## config.mk

```make
export PLATFORM = sky130hd
export DESIGN_NAME = svih_handler
export DESIGN_NICKNAME = d
export VERILOG_FILES = /design/src/hw/svih_pkg.sv /design/src/hw/svih_handler.sv
export SDC_FILE = /design/constraint.sdc
export NUM_CORES = 1
export LEC_CHECK = 0
export BUFFER_PORTS_ARGS = -buffer_cell sky130_fd_sc_hd__buf_4
export CAP_MARGIN = 30
export CELL_PAD_IN_SITES_DETAIL_PLACEMENT = 1
export CELL_PAD_IN_SITES_GLOBAL_PLACEMENT = 1
export CORE_UTILIZATION = 40
export CTS_CLUSTER_DIAMETER = 100
export DETAILED_ROUTE_END_ITERATION = 12
export GPL_ROUTABILITY_DRIVEN = 0
export GPL_TIMING_DRIVEN = 0
export PLACE_DENSITY = 0.89
export SKIP_LAST_GASP = 1
export SYNTH_ARGS = -nofsm -noshare
export SYNTH_HDL_FRONTEND = slang
export SYNTH_SLANG_ARGS = --single-unit
```

## constraint.sdc

```tcl
create_clock -name CLK -period 9.65 [get_ports CLK]
set_input_delay 1.93 -clock CLK [delete_from_list [all_inputs] [get_ports CLK]]
set_output_delay 1.93 -clock CLK [all_outputs]
set_load 0.02 [all_outputs]
```

## src/hw/svih_pkg.sv

```systemverilog
// package for the single vector interrupt handler: map, fields, states
package svih_pkg;

  // ****************************************************************
  // sizes
  // ****************************************************************
  localparam int NUM_MOD    = 8;   // peripheral modules; system is bit NUM_MOD
  localparam int NUM_SRC    = NUM_MOD + 1;
  localparam int ADDR_W     = 16;
  localparam int FILT_LEN   = 3;   // undivided clocks a request must hold

  // ****************************************************************
  // register byte offsets on apb
  // ****************************************************************
  localparam logic [7:0] OFS_CONTROL = 8'h00; // irq_control_reg
  localparam logic [7:0] OFS_MASK    = 8'h04; // module/system mask
  localparam logic [7:0] OFS_VECTOR  = 8'h08; // service_vector_reg
  localparam logic [7:0] OFS_SRCID   = 8'h0c; // irq_source_id_reg
  localparam logic [7:0] OFS_PREFIX  = 8'h10; // prefix_reg
  localparam logic [7:0] OFS_CLKCFG  = 8'h14; // divider config
  localparam logic [7:0] OFS_FLAGS   = 8'h18; // per module flags, w1c
  localparam logic [7:0] OFS_LOCAL   = 8'h1c; // local source enables

  // ****************************************************************
  // field positions
  // ****************************************************************
  localparam int CTL_GIE_BIT = 0;  // global_irq_enable
  localparam int CTL_INS_BIT = 1;  // in_service_flag
  localparam int CLK_CD_LSB  = 0;  // clock_divide_field, 2 bits
  localparam int CLK_PM_BIT  = 2;  // power_mgmt_enable

  // ****************************************************************
  // reset values and divider counts
  // ****************************************************************
  localparam logic [ADDR_W-1:0] VECTOR_RST = 16'h0000;
  localparam logic [15:0]       PREFIX_RST = 16'h0000;
  localparam logic [1:0]        CD_RST     = 2'h0;
  localparam logic [7:0]        PM_DIV_CNT = 8'hff; // 256 cycles per clock

  // core handshake grouped as one carrier
  typedef struct packed {
    logic              cancel_fetch; // drop next fetch
    logic              push;         // push return address
    logic              load_ip;      // load ip from vector
    logic [ADDR_W-1:0] vector;
  } svih_core_t;

  typedef enum logic [1:0] {ST_IDLE, ST_STALL, ST_VECTOR} svih_state_t;

endpackage

```

## src/hw/svih_handler.sv

```systemverilog
// single vector interrupt handler with apb register access
`timescale 1ns/1ps
`default_nettype none

// How it works
// RULE1 - one interrupt at a time, equal priority, one shared vector
// RULE2 - global enable resets to zero; nothing served until set
// RULE3 - service needs global, module mask and local enable all set
// RULE4 - flags set on any event whatever the enables say
// RULE5 - service routine clears the flag before returning
// RULE6 - source id shows pending bit per module plus shared system bit
// RULE7 - vector register resets to zero, accepts any address
// RULE8 - sample on rising edge, service one cycle later
// RULE9 - cancel fetch, push, set in-service, load vector, run routine
// RULE10 - return pops, clears in-service, reloads ip, resumes
// RULE11 - return not interrupted; ack next cycle, then stall
// RULE12 - async sources pass three sample filter on undivided clock; the code passes the raw pin in stop mode
// RULE13 - latency three, two, one system clocks for divide 1, 2, 4+
// RULE14 - pulses under three undivided clocks are rejected; in stop mode the code passes them unfiltered
// RULE15 - internal sources go straight in, seen within one cycle
// RULE16 - sync and filtered async of one module merge to one request
// RULE17 - enabled external requests wake power management at once
// RULE18 - clearing in-service in software reopens nested servicing
// RULE19 - exception window cycle ignores requests, one cycle later
// RULE20 - prefix write holds one cycle and opens an exception window
// RULE21 - divide field picks 1, 2, 4 or 8 clocks, default 1
// RULE22 - power management gives one system clock per 256
// RULE23 - in-service cleared by reset
module svih_handler
  import svih_pkg::*;
(
  input  wire logic                          CLK,
  input  wire logic                          RESET,
  input  wire logic [7:0]                    PADDR,
  input  wire logic                          PSEL,
  input  wire logic                          PENABLE,
  input  wire logic                          PWRITE,
  input  wire logic [31:0]                   PWDATA,
  output logic      [31:0]                   PRDATA,
  output logic                               PREADY,
  output logic                               PSLVERR,
  input  wire logic [svih_pkg::NUM_SRC-1:0]  SYNC_EVENT,
  input  wire logic [svih_pkg::NUM_SRC-1:0]  ASYNC_EVENT,
  input  wire logic                          STOP_MODE,
  input  wire logic                          RETURN_FROM_IRQ_INSTR,
  input  wire logic [svih_pkg::ADDR_W-1:0]   RETURN_ADDR,
  output svih_pkg::svih_core_t               CORE,
  output logic      [svih_pkg::ADDR_W-1:0]   PUSH_ADDR,
  output logic                               POP,
  output logic      [svih_pkg::ADDR_W-1:0]   RESUME_ADDR,
  output logic                               SYS_CLK_EN,
  output logic      [15:0]                   PREFIX_VALUE,
  output logic                               SWITCHBACK
);
  import svih_pkg::*;

  // ****************************************************************
  // registers and state
  // ****************************************************************
  logic                   global_irq_enable;
  logic                   in_service_flag;
  logic [NUM_SRC-1:0]     mask;
  logic [NUM_SRC-1:0]     local_en;
  logic [NUM_SRC-1:0]     flags;
  logic [ADDR_W-1:0]      service_vector_reg;
  logic [15:0]            prefix_reg;
  logic                   prefix_live;
  logic [1:0]             clock_divide_field;
  logic                   power_mgmt_enable;
  logic [7:0]             div_cnt;
  logic [NUM_SRC-1:0]     filt_s1;
  logic [NUM_SRC-1:0]     filt_s2;
  logic [NUM_SRC-1:0]     filt_s3;
  logic [NUM_SRC-1:0]     async_seen;
  logic [NUM_SRC-1:0]     async_hold;
  svih_state_t            state;
  svih_state_t            next_state;

  // apb decode
  logic        wr_en;
  logic        rd_en;
  logic [31:0] wd;
  logic        hit;
  assign wr_en   = PSEL & PENABLE & PWRITE;
  assign rd_en   = PSEL & PENABLE & ~PWRITE;
  assign wd      = PWDATA;
  assign PREADY  = 1'b1;   // zero wait states keeps the core path short
  assign PSLVERR = PSEL & PENABLE & ~hit;

  // exact word match; unaligned or unmapped offsets get the error reply
  function automatic logic is_reg(input logic [7:0] a, input logic [7:0] o);
    return a == o;
  endfunction

  assign hit = is_reg(PADDR, OFS_CONTROL) | is_reg(PADDR, OFS_MASK) |
               is_reg(PADDR, OFS_VECTOR)  | is_reg(PADDR, OFS_SRCID) |
               is_reg(PADDR, OFS_PREFIX)  | is_reg(PADDR, OFS_CLKCFG) |
               is_reg(PADDR, OFS_FLAGS)   | is_reg(PADDR, OFS_LOCAL);

  // ****************************************************************
  // system clock divider
  // ****************************************************************
  logic [7:0] div_top;
  always_comb begin
    if (power_mgmt_enable) begin
      div_top = PM_DIV_CNT;                         // RULE22
    end else begin
      // ratios are powers of two, so the top count is the ratio less one
      unique case (clock_divide_field)              // RULE21
        2'h0:    div_top = 8'h00;
        2'h1:    div_top = 8'h01;
        2'h2:    div_top = 8'h03;
        2'h3:    div_top = 8'h07;
      endcase
    end
  end

  // free running count; compared, not matched, so a smaller top after
  // a write wraps at once instead of running round all 256 counts
  always_ff @(posedge CLK or posedge RESET) begin
    if (RESET) begin
      div_cnt <= 8'h00;
    end else if (div_cnt >= div_top) begin
      div_cnt <= 8'h00;
    end else begin
      div_cnt <= div_cnt + 8'h01;
    end
  end
  assign SYS_CLK_EN = (div_cnt >= div_top);

  // ****************************************************************
  // async glitch filter on the undivided clock
  // ****************************************************************
  // three aligned samples are needed, so pulses under three clocks die;
  // the and of all three taps is the filtered level
  always_ff @(posedge CLK or posedge RESET) begin
    if (RESET) begin
      filt_s1 <= '0;
      filt_s2 <= '0;
      filt_s3 <= '0;
    end else begin
      filt_s1 <= ASYNC_EVENT;                       // RULE12
      filt_s2 <= filt_s1;
      filt_s3 <= filt_s2;
    end
  end
  // with no running clock in stop mode there is nothing to filter with,
  // so the raw pin is passed through
  assign async_seen = STOP_MODE ? ASYNC_EVENT :
                      (filt_s1 & filt_s2 & filt_s3); // RULE14

  // hold filtered hits until the next system clock enable samples them
  // at divide one the enable is always high and the hold stays empty
  always_ff @(posedge CLK or posedge RESET) begin
    if (RESET) begin
      async_hold <= '0;
    end else if (SYS_CLK_EN) begin
      async_hold <= '0;                             // RULE13
    end else begin
      async_hold <= async_hold | async_seen;
    end
  end

  // wake power management immediately on an enabled external event
  // the filter runs undivided, so no system clock enable is awaited
  assign SWITCHBACK = |(async_seen & local_en & mask); // RULE17

  // ****************************************************************
  // per module flags
  // ****************************************************************
  logic [NUM_SRC-1:0] module_event;
  // one request per module, sync goes straight in
  // a filtered hit is used at once on an enable cycle, else parked
  assign module_event = SYNC_EVENT | ((async_seen | async_hold) &
                        {NUM_SRC{SYS_CLK_EN}});     // RULE15 RULE16

  // set wins over a same-cycle w1c clear
  // write one to clear spares software a read-modify-write race
  always_ff @(posedge CLK or posedge RESET) begin
    if (RESET) begin
      flags <= '0;
    end else if (wr_en && is_reg(PADDR, OFS_FLAGS)) begin
      flags <= (flags & ~wd[NUM_SRC-1:0]) | module_event; // RULE4 RULE5
    end else begin
      flags <= flags | module_event;                // RULE4
    end
  end

  // ****************************************************************
  // software registers
  // ****************************************************************
  // enables gate service and the SWITCHBACK wake only and never stop a flag from setting;
  // the vector takes the full address width, any location is legal
  always_ff @(posedge CLK or posedge RESET) begin
    if (RESET) begin
      global_irq_enable  <= 1'b0;                   // RULE2
      mask               <= '0;
      local_en           <= '0;
      service_vector_reg <= VECTOR_RST;             // RULE7
      clock_divide_field <= CD_RST;
      power_mgmt_enable  <= 1'b0;
    end else if (wr_en) begin
      if (is_reg(PADDR, OFS_CONTROL)) begin
        global_irq_enable <= wd[CTL_GIE_BIT];
      end
      if (is_reg(PADDR, OFS_MASK)) begin
        mask <= wd[NUM_SRC-1:0];
      end
      if (is_reg(PADDR, OFS_LOCAL)) begin
        local_en <= wd[NUM_SRC-1:0];
      end
      if (is_reg(PADDR, OFS_VECTOR)) begin
        service_vector_reg <= wd[ADDR_W-1:0];       // RULE7
      end
      if (is_reg(PADDR, OFS_CLKCFG)) begin
        clock_divide_field <= wd[CLK_CD_LSB +: 2];
        power_mgmt_enable  <= wd[CLK_PM_BIT];
      end
    end
  end

  // prefix lives for exactly one cycle after its write
  // cleared after its cycle so a stale prefix never reaches a later op
  always_ff @(posedge CLK or posedge RESET) begin
    if (RESET) begin
      prefix_reg  <= PREFIX_RST;
      prefix_live <= 1'b0;
    end else if (wr_en && is_reg(PADDR, OFS_PREFIX)) begin
      prefix_reg  <= wd[15:0];                      // RULE20
      prefix_live <= 1'b1;
    end else begin
      prefix_reg  <= PREFIX_RST;
      prefix_live <= 1'b0;
    end
  end
  assign PREFIX_VALUE = prefix_reg;

  // ****************************************************************
  // service sequencer
  // ****************************************************************
  logic [NUM_SRC-1:0] pending;
  logic               request;
  logic               accept;
  logic               window_hold;
  logic               return_hold;
  // equal priority: any pending source will do, software picks the order
  assign pending = flags & mask & local_en;         // RULE3
  assign request = global_irq_enable & ~in_service_flag & |pending; // RULE1
  // a prefix write opens a window cycle; requests wait it out
  assign window_hold = prefix_live;                 // RULE19
  // the return cycle is never cut; acknowledge follows one cycle on
  assign return_hold = RETURN_FROM_IRQ_INSTR;       // RULE11
  // window cycle and the return cycle both defer acknowledgment
  assign accept  = request & ~window_hold & ~return_hold &
                   SYS_CLK_EN;                      // RULE19 RULE11

  // the stall lets the current instruction finish its own stack access;
  // each step waits for an enable so a call tracks the divided rate
  always_comb begin
    next_state = state;
    unique case (state)
      ST_IDLE:   if (accept) next_state = ST_STALL; // RULE8
      ST_STALL:  if (SYS_CLK_EN) next_state = ST_VECTOR;
      ST_VECTOR: if (SYS_CLK_EN) next_state = ST_IDLE;
    endcase
  end

  always_ff @(posedge CLK or posedge RESET) begin
    if (RESET) begin
      state <= ST_IDLE;
    end else begin
      state <= next_state;
    end
  end

  // in-service: set on vectoring, cleared by return or software
  // a vector step outranks a clear so a call never loses its guard
  logic vec_now;
  assign vec_now = (state == ST_VECTOR) & SYS_CLK_EN;
  always_ff @(posedge CLK or posedge RESET) begin
    if (RESET) begin
      in_service_flag <= 1'b0;                      // RULE23
    end else if (vec_now) begin
      in_service_flag <= 1'b1;                      // RULE9
    end else if (RETURN_FROM_IRQ_INSTR && SYS_CLK_EN) begin
      in_service_flag <= 1'b0;                      // RULE10
    end else if (wr_en && is_reg(PADDR, OFS_CONTROL)) begin
      in_service_flag <= wd[CTL_INS_BIT];           // RULE18
    end
  end

  // core takeover outputs come from flops
  // push and ip load share one edge so the core never runs half a call;
  // return address copies run every cycle, the core reads them on strobe
  always_ff @(posedge CLK or posedge RESET) begin
    if (RESET) begin
      CORE        <= '0;
      PUSH_ADDR   <= '0;
      POP         <= 1'b0;
      RESUME_ADDR <= '0;
    end else begin
      CORE.cancel_fetch <= (state == ST_STALL) & SYS_CLK_EN;  // RULE9
      CORE.push         <= vec_now;                 // RULE9
      CORE.load_ip      <= vec_now;
      CORE.vector       <= service_vector_reg;
      PUSH_ADDR         <= RETURN_ADDR;
      POP               <= RETURN_FROM_IRQ_INSTR & SYS_CLK_EN; // RULE10
      RESUME_ADDR       <= RETURN_ADDR;
    end
  end

  // ****************************************************************
  // read mux
  // ****************************************************************
  // source id and flag views share bits; only the flag view clears
  logic [31:0] rd_word;
  always_comb begin
    rd_word = 32'h0000_0000;
    unique case (PADDR)
      OFS_CONTROL: rd_word = {30'h0, in_service_flag, global_irq_enable};
      OFS_MASK:    rd_word = {{(32-NUM_SRC){1'b0}}, mask};
      OFS_VECTOR:  rd_word = {16'h0000, service_vector_reg};
      OFS_SRCID:   rd_word = {{(32-NUM_SRC){1'b0}}, flags}; // RULE6
      OFS_PREFIX:  rd_word = {16'h0000, prefix_reg};
      OFS_CLKCFG:  rd_word = {29'h0, power_mgmt_enable, clock_divide_field};
      OFS_FLAGS:   rd_word = {{(32-NUM_SRC){1'b0}}, flags};
      OFS_LOCAL:   rd_word = {{(32-NUM_SRC){1'b0}}, local_en};
      default:     rd_word = 32'h0000_0000;
    endcase
  end

  // read data loaded at the setup edge, so it stands through the access
  // cycle with no mux delay on the bus
  always_ff @(posedge CLK or posedge RESET) begin
    if (RESET) begin
      PRDATA <= 32'h0000_0000;
    end else if (PSEL && !PENABLE && !PWRITE) begin
      PRDATA <= rd_word;
    end
  end

endmodule

`default_nettype wire

```

==> results.tsv, run 1 <==
stage	metric	value	unit
status	status	finished clean	
sta	setup_tns	0	ps
floorplanning	die-area	17000	sq um
sta	final.min_clock_period	5710	ps
pwr	cellLeakagePower	4.22	nW
pwr	seq_power_share	0.446	
clocking	htree_levels	4	
setup_path	cp.arrival	3780	ps
setup_path	crit_chain	clkbuf_1, clkbuf_1, o21ai_0, nand3_1, nand4_1, a311oi_1, nand4_1, buf_4	
setup_path	r2r_cells	9	
worst_hold_path	min_from	filt_s1[6]	
sta	finalHoldViolations	0	
clocking	cts_tree	built	
sta	rsz0062_at_grt	false	
pwr	p_per_area	187	nW/um^2
placement	port_buffers	149	
floorplanning	initial_utilization	0.412	
route	drc	0	
clocking	path_clk_slew	60	ps
clocking	cts_resized	0	
route	drt_iter0_markers	276	
route	wirelength	21.0	mm
route	routed-wl-met3	1.34	mm
synth	synth_seq_area_share	0.616	
worst_hold_path	holdPathEnd	filt_s2[6]	
global_route	globalRouteOverflowTotal	0	
worst_hold_path	hold_depth	0	
route	viasPerCell	5.30	
route	ant_nets	0	
synth	synth_edf_count	0	
sta	slew_headroom	0.294	
clocking	ctsHoldBuffers	0	
floorplanning	die_w	130	um
synth	yosysUniqueCellTypes	47	
floorplanning	core_area	15900	sq um
pwr	power_switching	0.000401	W
synth	syn_avg_cell_area	12.3	sq um
setup_path	reg2reg_to	async_hold[5]	
sta	maxSlewViolCount	0	
setup_path	start_kind	primary input	
worst_hold_path	hold_path.class	flip-flop to flip-flop	
global_route	grt_first_pass_wirelength	32.5	mm
clocking	clkLatencyLatePin	430	ps
route	m1WireLength	7.74	mm
cells_and_area	layout-drive-gt1-share	0.363	
setup_path	slowest_delay	370	ps
clocking	clkSinkCount	162	
cells_and_area	syn2layout_area_growth	31.9	%
pwr	power_frac_clock	0.436	
synth	synthArstFlopShare	1.00	
global_route	grt_pass1_vias	5750	
floorplanning	ios	185	
setup_path	rr_startpoint	clock_divide_field[0]	
clocking	cts-root-buf	clkbuf_16	
global_route	grt_antenna_before_repair	0	
cells_and_area	largest_register_ffs	18	
synth	ys.flop_type	dfrtp_1	
synth	synthCells	536	
sta	max_freq	175	MHz
cells_and_area	num-fill-cells	1712	
clocking	cts_setup_buffers	0	
global_route	grt_max_degree	90	
sta	worst_pin_slew	1050	ps
setup_path	cp_max_fo	10	
flow_run	drv_cap	0	
clocking	clk_path_buf_depth	2	
setup_path	ff2ff_setup_slack	6600	ps
pwr	ir_worst_vdd	0.000141	V
route	via_count	5027	
setup_path	crit_type	primary input to primary output	
setup_path	startpoint	STOP_MODE	
pwr	finalPower	0.00162	W
pwr	p_comb_frac	0.118	
pwr	netSwitchingFraction	0.247	
cells_and_area	top_register	CORE	
synth	syn_area	6580	sq um
floorplanning	die_h	130	um
route	routed.top_layer	met4	
setup_path	endpoint_kind	primary output	
floorplanning	rows	46	
placement	dp_hpwl	14.6	mm
sta	fin_crit_sh	0.592	
global_route	grt_usage	0.261	
setup_path	slowest_stage	clkbuf_1	
cells_and_area	final_net_count	814	
sta	setup_viol	0	
cells_and_area	diodes	0	
sta	skew	6.81	ps
route	wl_per_cell	22.1	um
route	first_pass_iters	4	
pwr	p_int	0.00122	W
synth	synth-seq-cells	162	
clocking	cts_buffers	17	
setup_path	cp.required	7720	ps
route	route.met2.wl	11.2	mm
synth	yosysWarnings	0	
==> worst max-delay path, delay by kind of cell <==
kind | cells | cell delay (ps)
AO/OA/AOI/OAI | 2 | 520
buffers and inverters | 3 | 870
AND/OR/NAND/NOR | 3 | 460
==> final cells by class <==
type | count | area [sq um] | area share
well taps | 216 | 270 | 0.0312
repair buffers | 151 | 1150 | 0.133
multi-input cells | 332 | 2210 | 0.255
plain buffers | 49 | 339 | 0.0391
inverters | 8 | 35.0 | 0.00404
flip-flops and latches | 162 | 4050 | 0.467
clock inverters | 9 | 156 | 0.0180
clock buffers | 22 | 454 | 0.0524
==> cell usage after synthesis, drive strengths merged, types with 6 or more instances <==
library cell / count / share of area
and3: 7 / 0.0067
o21ai: 36 / 0.027
nor2: 35 / 0.021
or3: 6 / 0.0065
and2: 20 / 0.019
inv: 8 / 0.0046
buf: 39 / 0.046
clkbuf: 10 / 0.0057
ha: 12 / 0.023
o2bb2ai: 6 / 0.0080
mux2: 39 / 0.072
nand3: 30 / 0.023
nand2: 45 / 0.027
dfrtp: 162 / 0.62
a21oi: 14 / 0.011
a221oi: 8 / 0.011
a22oi: 15 / 0.017
==> worst max-delay path by stage <==
stage / endpoint / cells past startpoint
2_1_floorplan: CORE[0] / 1
3_3_place_gp: div_cnt[5] / 2
3_5_place_dp: SWITCHBACK / 8
4_1_cts: SWITCHBACK / 8
5_1_grt: SWITCHBACK / 8
6_report: SWITCHBACK / 8
==> through the flow <==
step / setup WS (ps) / std cells / area (sq um) / hold slack [ps] / util
finish: 3940 / 949 / 8670 / 376 / 0.544
global route: 3800 / 949 / 8670 / 384 / 0.544
CTS: 3930 / 949 / 8670 / 375 / 0.544
detailed placement: 3920 / 918 / 8060 / 364 / 0.506
global placement: 1920 / 916 / 8020 / 360 / 0.503
floorplan: 3340 / 551 / 6630 / 353 / -
==> layout by cell type, fill, tap and decap left out, types with 3 or more instances in the layout <==
cell        Yosys  final
nand2_1        44     44
o21ai_0        36     36
clkbuf_1       10     14
nand3_1        30     30
or3_1           5      5
ha_1           12     12
xor2_1          5      5
buf_2           3      3
and3_1          7      7
a211oi_1        3      3
nand4_1         5      5
a22oi_1        15     15
inv_1           8      7
mux2_4         10     10
clkinvlp_4      0      3
nor3_1          4      4
a221oi_1        8      8
conb_1          2     17
clkbuf_16       0     17
a21oi_1        14     14
o2bb2ai_1       6      6
dfrtp_1       162    162
bufinv_16       0      4
mux2_2         29     29
and2_1         20     20
nor2b_1         3      3
buf_4          34    184
nor2_1         34     34
==> logic make-up (layout without fill, tap and decap cells) <==
| logic type | Yosys count | after routing | synth area share |
|---|---|---|---|
| compound gates | 91 | 91 | 0.0883 |
| simple gates | 163 | 163 | 0.125 |
| flops | 162 | 162 | 0.616 |
| buf+inv | 57 | 239 | 0.0561 |
| xor+xnor | 7 | 7 | 0.00932 |
| mux | 42 | 42 | 0.0809 |
| other cells | 2 | 17 | 0.00114 |
| fa+ha+maj | 12 | 12 | 0.0228 |
==> routing by layer <==
layer  vias up  global-route usage
li1       2208                   -
met1      2549               0.286
met2       217               0.476
met3        53              0.0508
met4         0               0.143
met5         -                   0
==> power groups by stage <==
stage | logic, W | clock network (W) | registers (W)
2_1_floorplan | 0.0000978 | 0 | 0.000740
3_3_place_gp | 0.000170 | 0 | 0.000731
3_5_place_dp | 0.000187 | 0 | 0.000735
4_1_cts | 0.000192 | 0.000714 | 0.000724
5_1_grt | 0.000209 | 0.000739 | 0.000726
6_report | 0.000192 | 0.000708 | 0.000724
Note: power is estimated with default switching activity, not from simulation.
==> inputs of run 2 (changes only) <==
Clock period 9.65 ns to 5.4 ns, I/O delays scaled along.
==> results.tsv, run 2 (synthesis gave the netlist of run 1 again) <==
stage	metric	value	unit	change
status	status	finished clean		
global_route	globalRouteOverflowTotal	0		unchanged
setup_path	slowest_stage	clkbuf_1		
worst_hold_path	hold_depth	0		unchanged
placement	dp_hpwl	14.3	mm	-1.8%
route	first_pass_iters	4		unchanged
worst_hold_path	min_from	filt_s2[8]		
floorplanning	rows	46		unchanged
pwr	p_int	0.00211	W	+72%
cells_and_area	final_cell_mix	buf_4, dfrtp_1, nand2_1		
clocking	path_clk_slew	60	ps	about the same
clocking	cts_buffers	17		unchanged
route	ant_nets	0		unchanged
floorplanning	die_h	130	um	unchanged
clocking	cts-root-buf	clkbuf_16		
pwr	power_frac_clock	0.416		-0.020
cells_and_area	top_register	CORE		
pwr	ir_worst_vdd	0.000224	V	+59%
sta	fin_crit_sh	0.828		
floorplanning	core_area	15900	sq um	unchanged
global_route	grt_max_degree	47		-48%
setup_path	rr_startpoint	power_mgmt_enable		
flow_run	drv_cap	0		unchanged
clocking	clkSinkCount	162		unchanged
clocking	cts_setup_buffers	0		unchanged
setup_path	r2r_cells	9		unchanged
clocking	cts_resized	0		unchanged
cells_and_area	num-fill-cells	1708		-0.23%
pwr	finalPower	0.00279	W	+72%
sta	skew	6.35	ps	-0.466 ps
clocking	htree_levels	4		unchanged
pwr	power_switching	0.000680	W	+70%
clocking	clkLatencyLatePin	430	ps	about the same
floorplanning	ios	185		unchanged
sta	max_freq	224	MHz	
pwr	seq_power_share	0.463		+0.017
floorplanning	initial_utilization	0.412		unchanged
global_route	grt_pass1_vias	5505		-4.3%
global_route	grt_usage	0.247		-0.0148
cells_and_area	seq_area	4050	sq um	unchanged
placement	place_area	8090	sq um	+0.39%
route	wirelength	19.7	mm	-6.3%
sta	slew_headroom	0.425		+0.131
pwr	p_comb_frac	0.120		+0.002
route	drc	0		unchanged
cells_and_area	layout-drive-gt1-share	0.365		+0.00186
sta	finalHoldViolations	0		unchanged
floorplanning	die_w	130	um	unchanged
pwr	p_per_area	322	nW/um^2	+72%
clocking	cts_tree	built		
setup_path	cpMostUsedCell	clkbuf_1		
cells_and_area	syn2layout_area_growth	31.5	%	
setup_path	endpoint_kind	primary output		
sta	setup_tns	0	ps	unchanged
setup_path	cp.arrival	3390	ps	-390 ps
global_route	grt_first_pass_wirelength	30.8	mm	-5.0%
sta	setup_viol	0		unchanged
cells_and_area	final_cell_area	8650	sq um	-0.26%
clocking	ctsHoldBuffers	0		unchanged
route	drt_iter0_markers	301		+9.1%
setup_path	crit_chain	or3_1, ha_1, o21ai_0, a211o_1, and2_1, inv_1, clkbuf_1, clkbuf_1, buf_4		
worst_hold_path	hold_path.class	flip-flop to flip-flop		
cells_and_area	diodes	0		unchanged
setup_path	cp.required	4320	ps	-3400 ps
setup_path	crit_type	flip-flop to primary output		
cells_and_area	mostFrequentLayoutCell	buf_4		
setup_path	startpoint	power_mgmt_enable		
setup_path	cp_max_fo	10		unchanged
sta	rsz0062_at_grt	false		
cells_and_area	final_net_count	816		+0.25%
sta	worst_pin_slew	856	ps	-195 ps
route	via_count	4975		-1.0%
clocking	clk_path_buf_depth	2		unchanged
setup_path	slowest_delay	480	ps	+110 ps
sta	maxSlewViolCount	0		unchanged
route	wl_per_cell	20.8	um	-6.2%
placement	pre_cts_slack	1370	ps	-2560 ps
pwr	cellLeakagePower	4.22	nW	about the same
placement	port_buffers	149		unchanged
route	viasPerCell	5.25		-0.93%
floorplanning	die-area	17000	sq um	unchanged
cells_and_area	largest_register_ffs	18		unchanged
pwr	netSwitchingFraction	0.244		-0.00282
global_route	grt_antenna_before_repair	0		unchanged
sta	holdWs	375	ps	-1.52 ps
cells_and_area	multiInputGateArea	2210	sq um	unchanged
sta	final.min_clock_period	4470	ps	
sta	layout_setup_ws	927	ps	-3010 ps
setup_path	start_kind	flip-flop		
==> run 2: cell type report <==
type                            instances  area share
Buffer                                 49      0.0392
Inverter                                8     0.00391
Sequential cell                       162       0.469
Clock inverter                          6     0.00955
Clock buffer                           22      0.0548
Tap cell                              216      0.0312
Multi-Input combinational cell        332       0.255
Timing Repair Buffer                  153       0.137
==> run 2: power groups by stage <==
stage          Clock (W)  Combinational (W)  Sequential, W
2_1_floorplan          0           0.000175        0.00132
5_1_grt          0.00123           0.000368        0.00130
3_3_place_gp           0           0.000304        0.00131
4_1_cts          0.00117           0.000338        0.00129
6_report         0.00116           0.000336        0.00129
3_5_place_dp           0           0.000333        0.00131
==> run 2: worst paths after layout <==
| kind | end | slack (ps) |
|---|---|---|
| max in group asynchronous | service_vector_reg[1] | 3650 |
| hold reg to reg | filt_s3[8] | 370 |
| min in group asynchronous | RESUME_ADDR[12] | 780 |
| setup / recovery | SYS_CLK_EN | 930 |
| setup reg to reg | async_hold[7] | 2420 |
| hold / removal | filt_s3[8] | 370 |
==> run 2: through the flow <==
step / cells / utilization
6_report: 948 / 0.543
3_3_place_gp: 916 / 0.503
4_1_cts: 948 / 0.543
5_1_grt: 948 / 0.543
3_5_place_dp: 920 / 0.508
2_1_floorplan: 551 / -
==> run 2: routing by layer <==
metal / global-route usage / share of wire / vias up
li1: - / - / 2202
met2: 0.435 / 0.52 / 183
met4: 0.108 / 0.031 / 0
met5: 0 / 0 / -
met1: 0.287 / 0.39 / 2541
met3: 0.0562 / 0.056 / 49
==> run 2: worst max-delay path: cells and delay by family, from the launching register on <==
kind	cells	cell delay (ps)
AO/OA/AOI/OAI	2	410
adder cells (fa/ha/maj)	1	290
buffers and inverters	4	1280
flip-flops	1	450
AND/OR/NAND/NOR	2	520
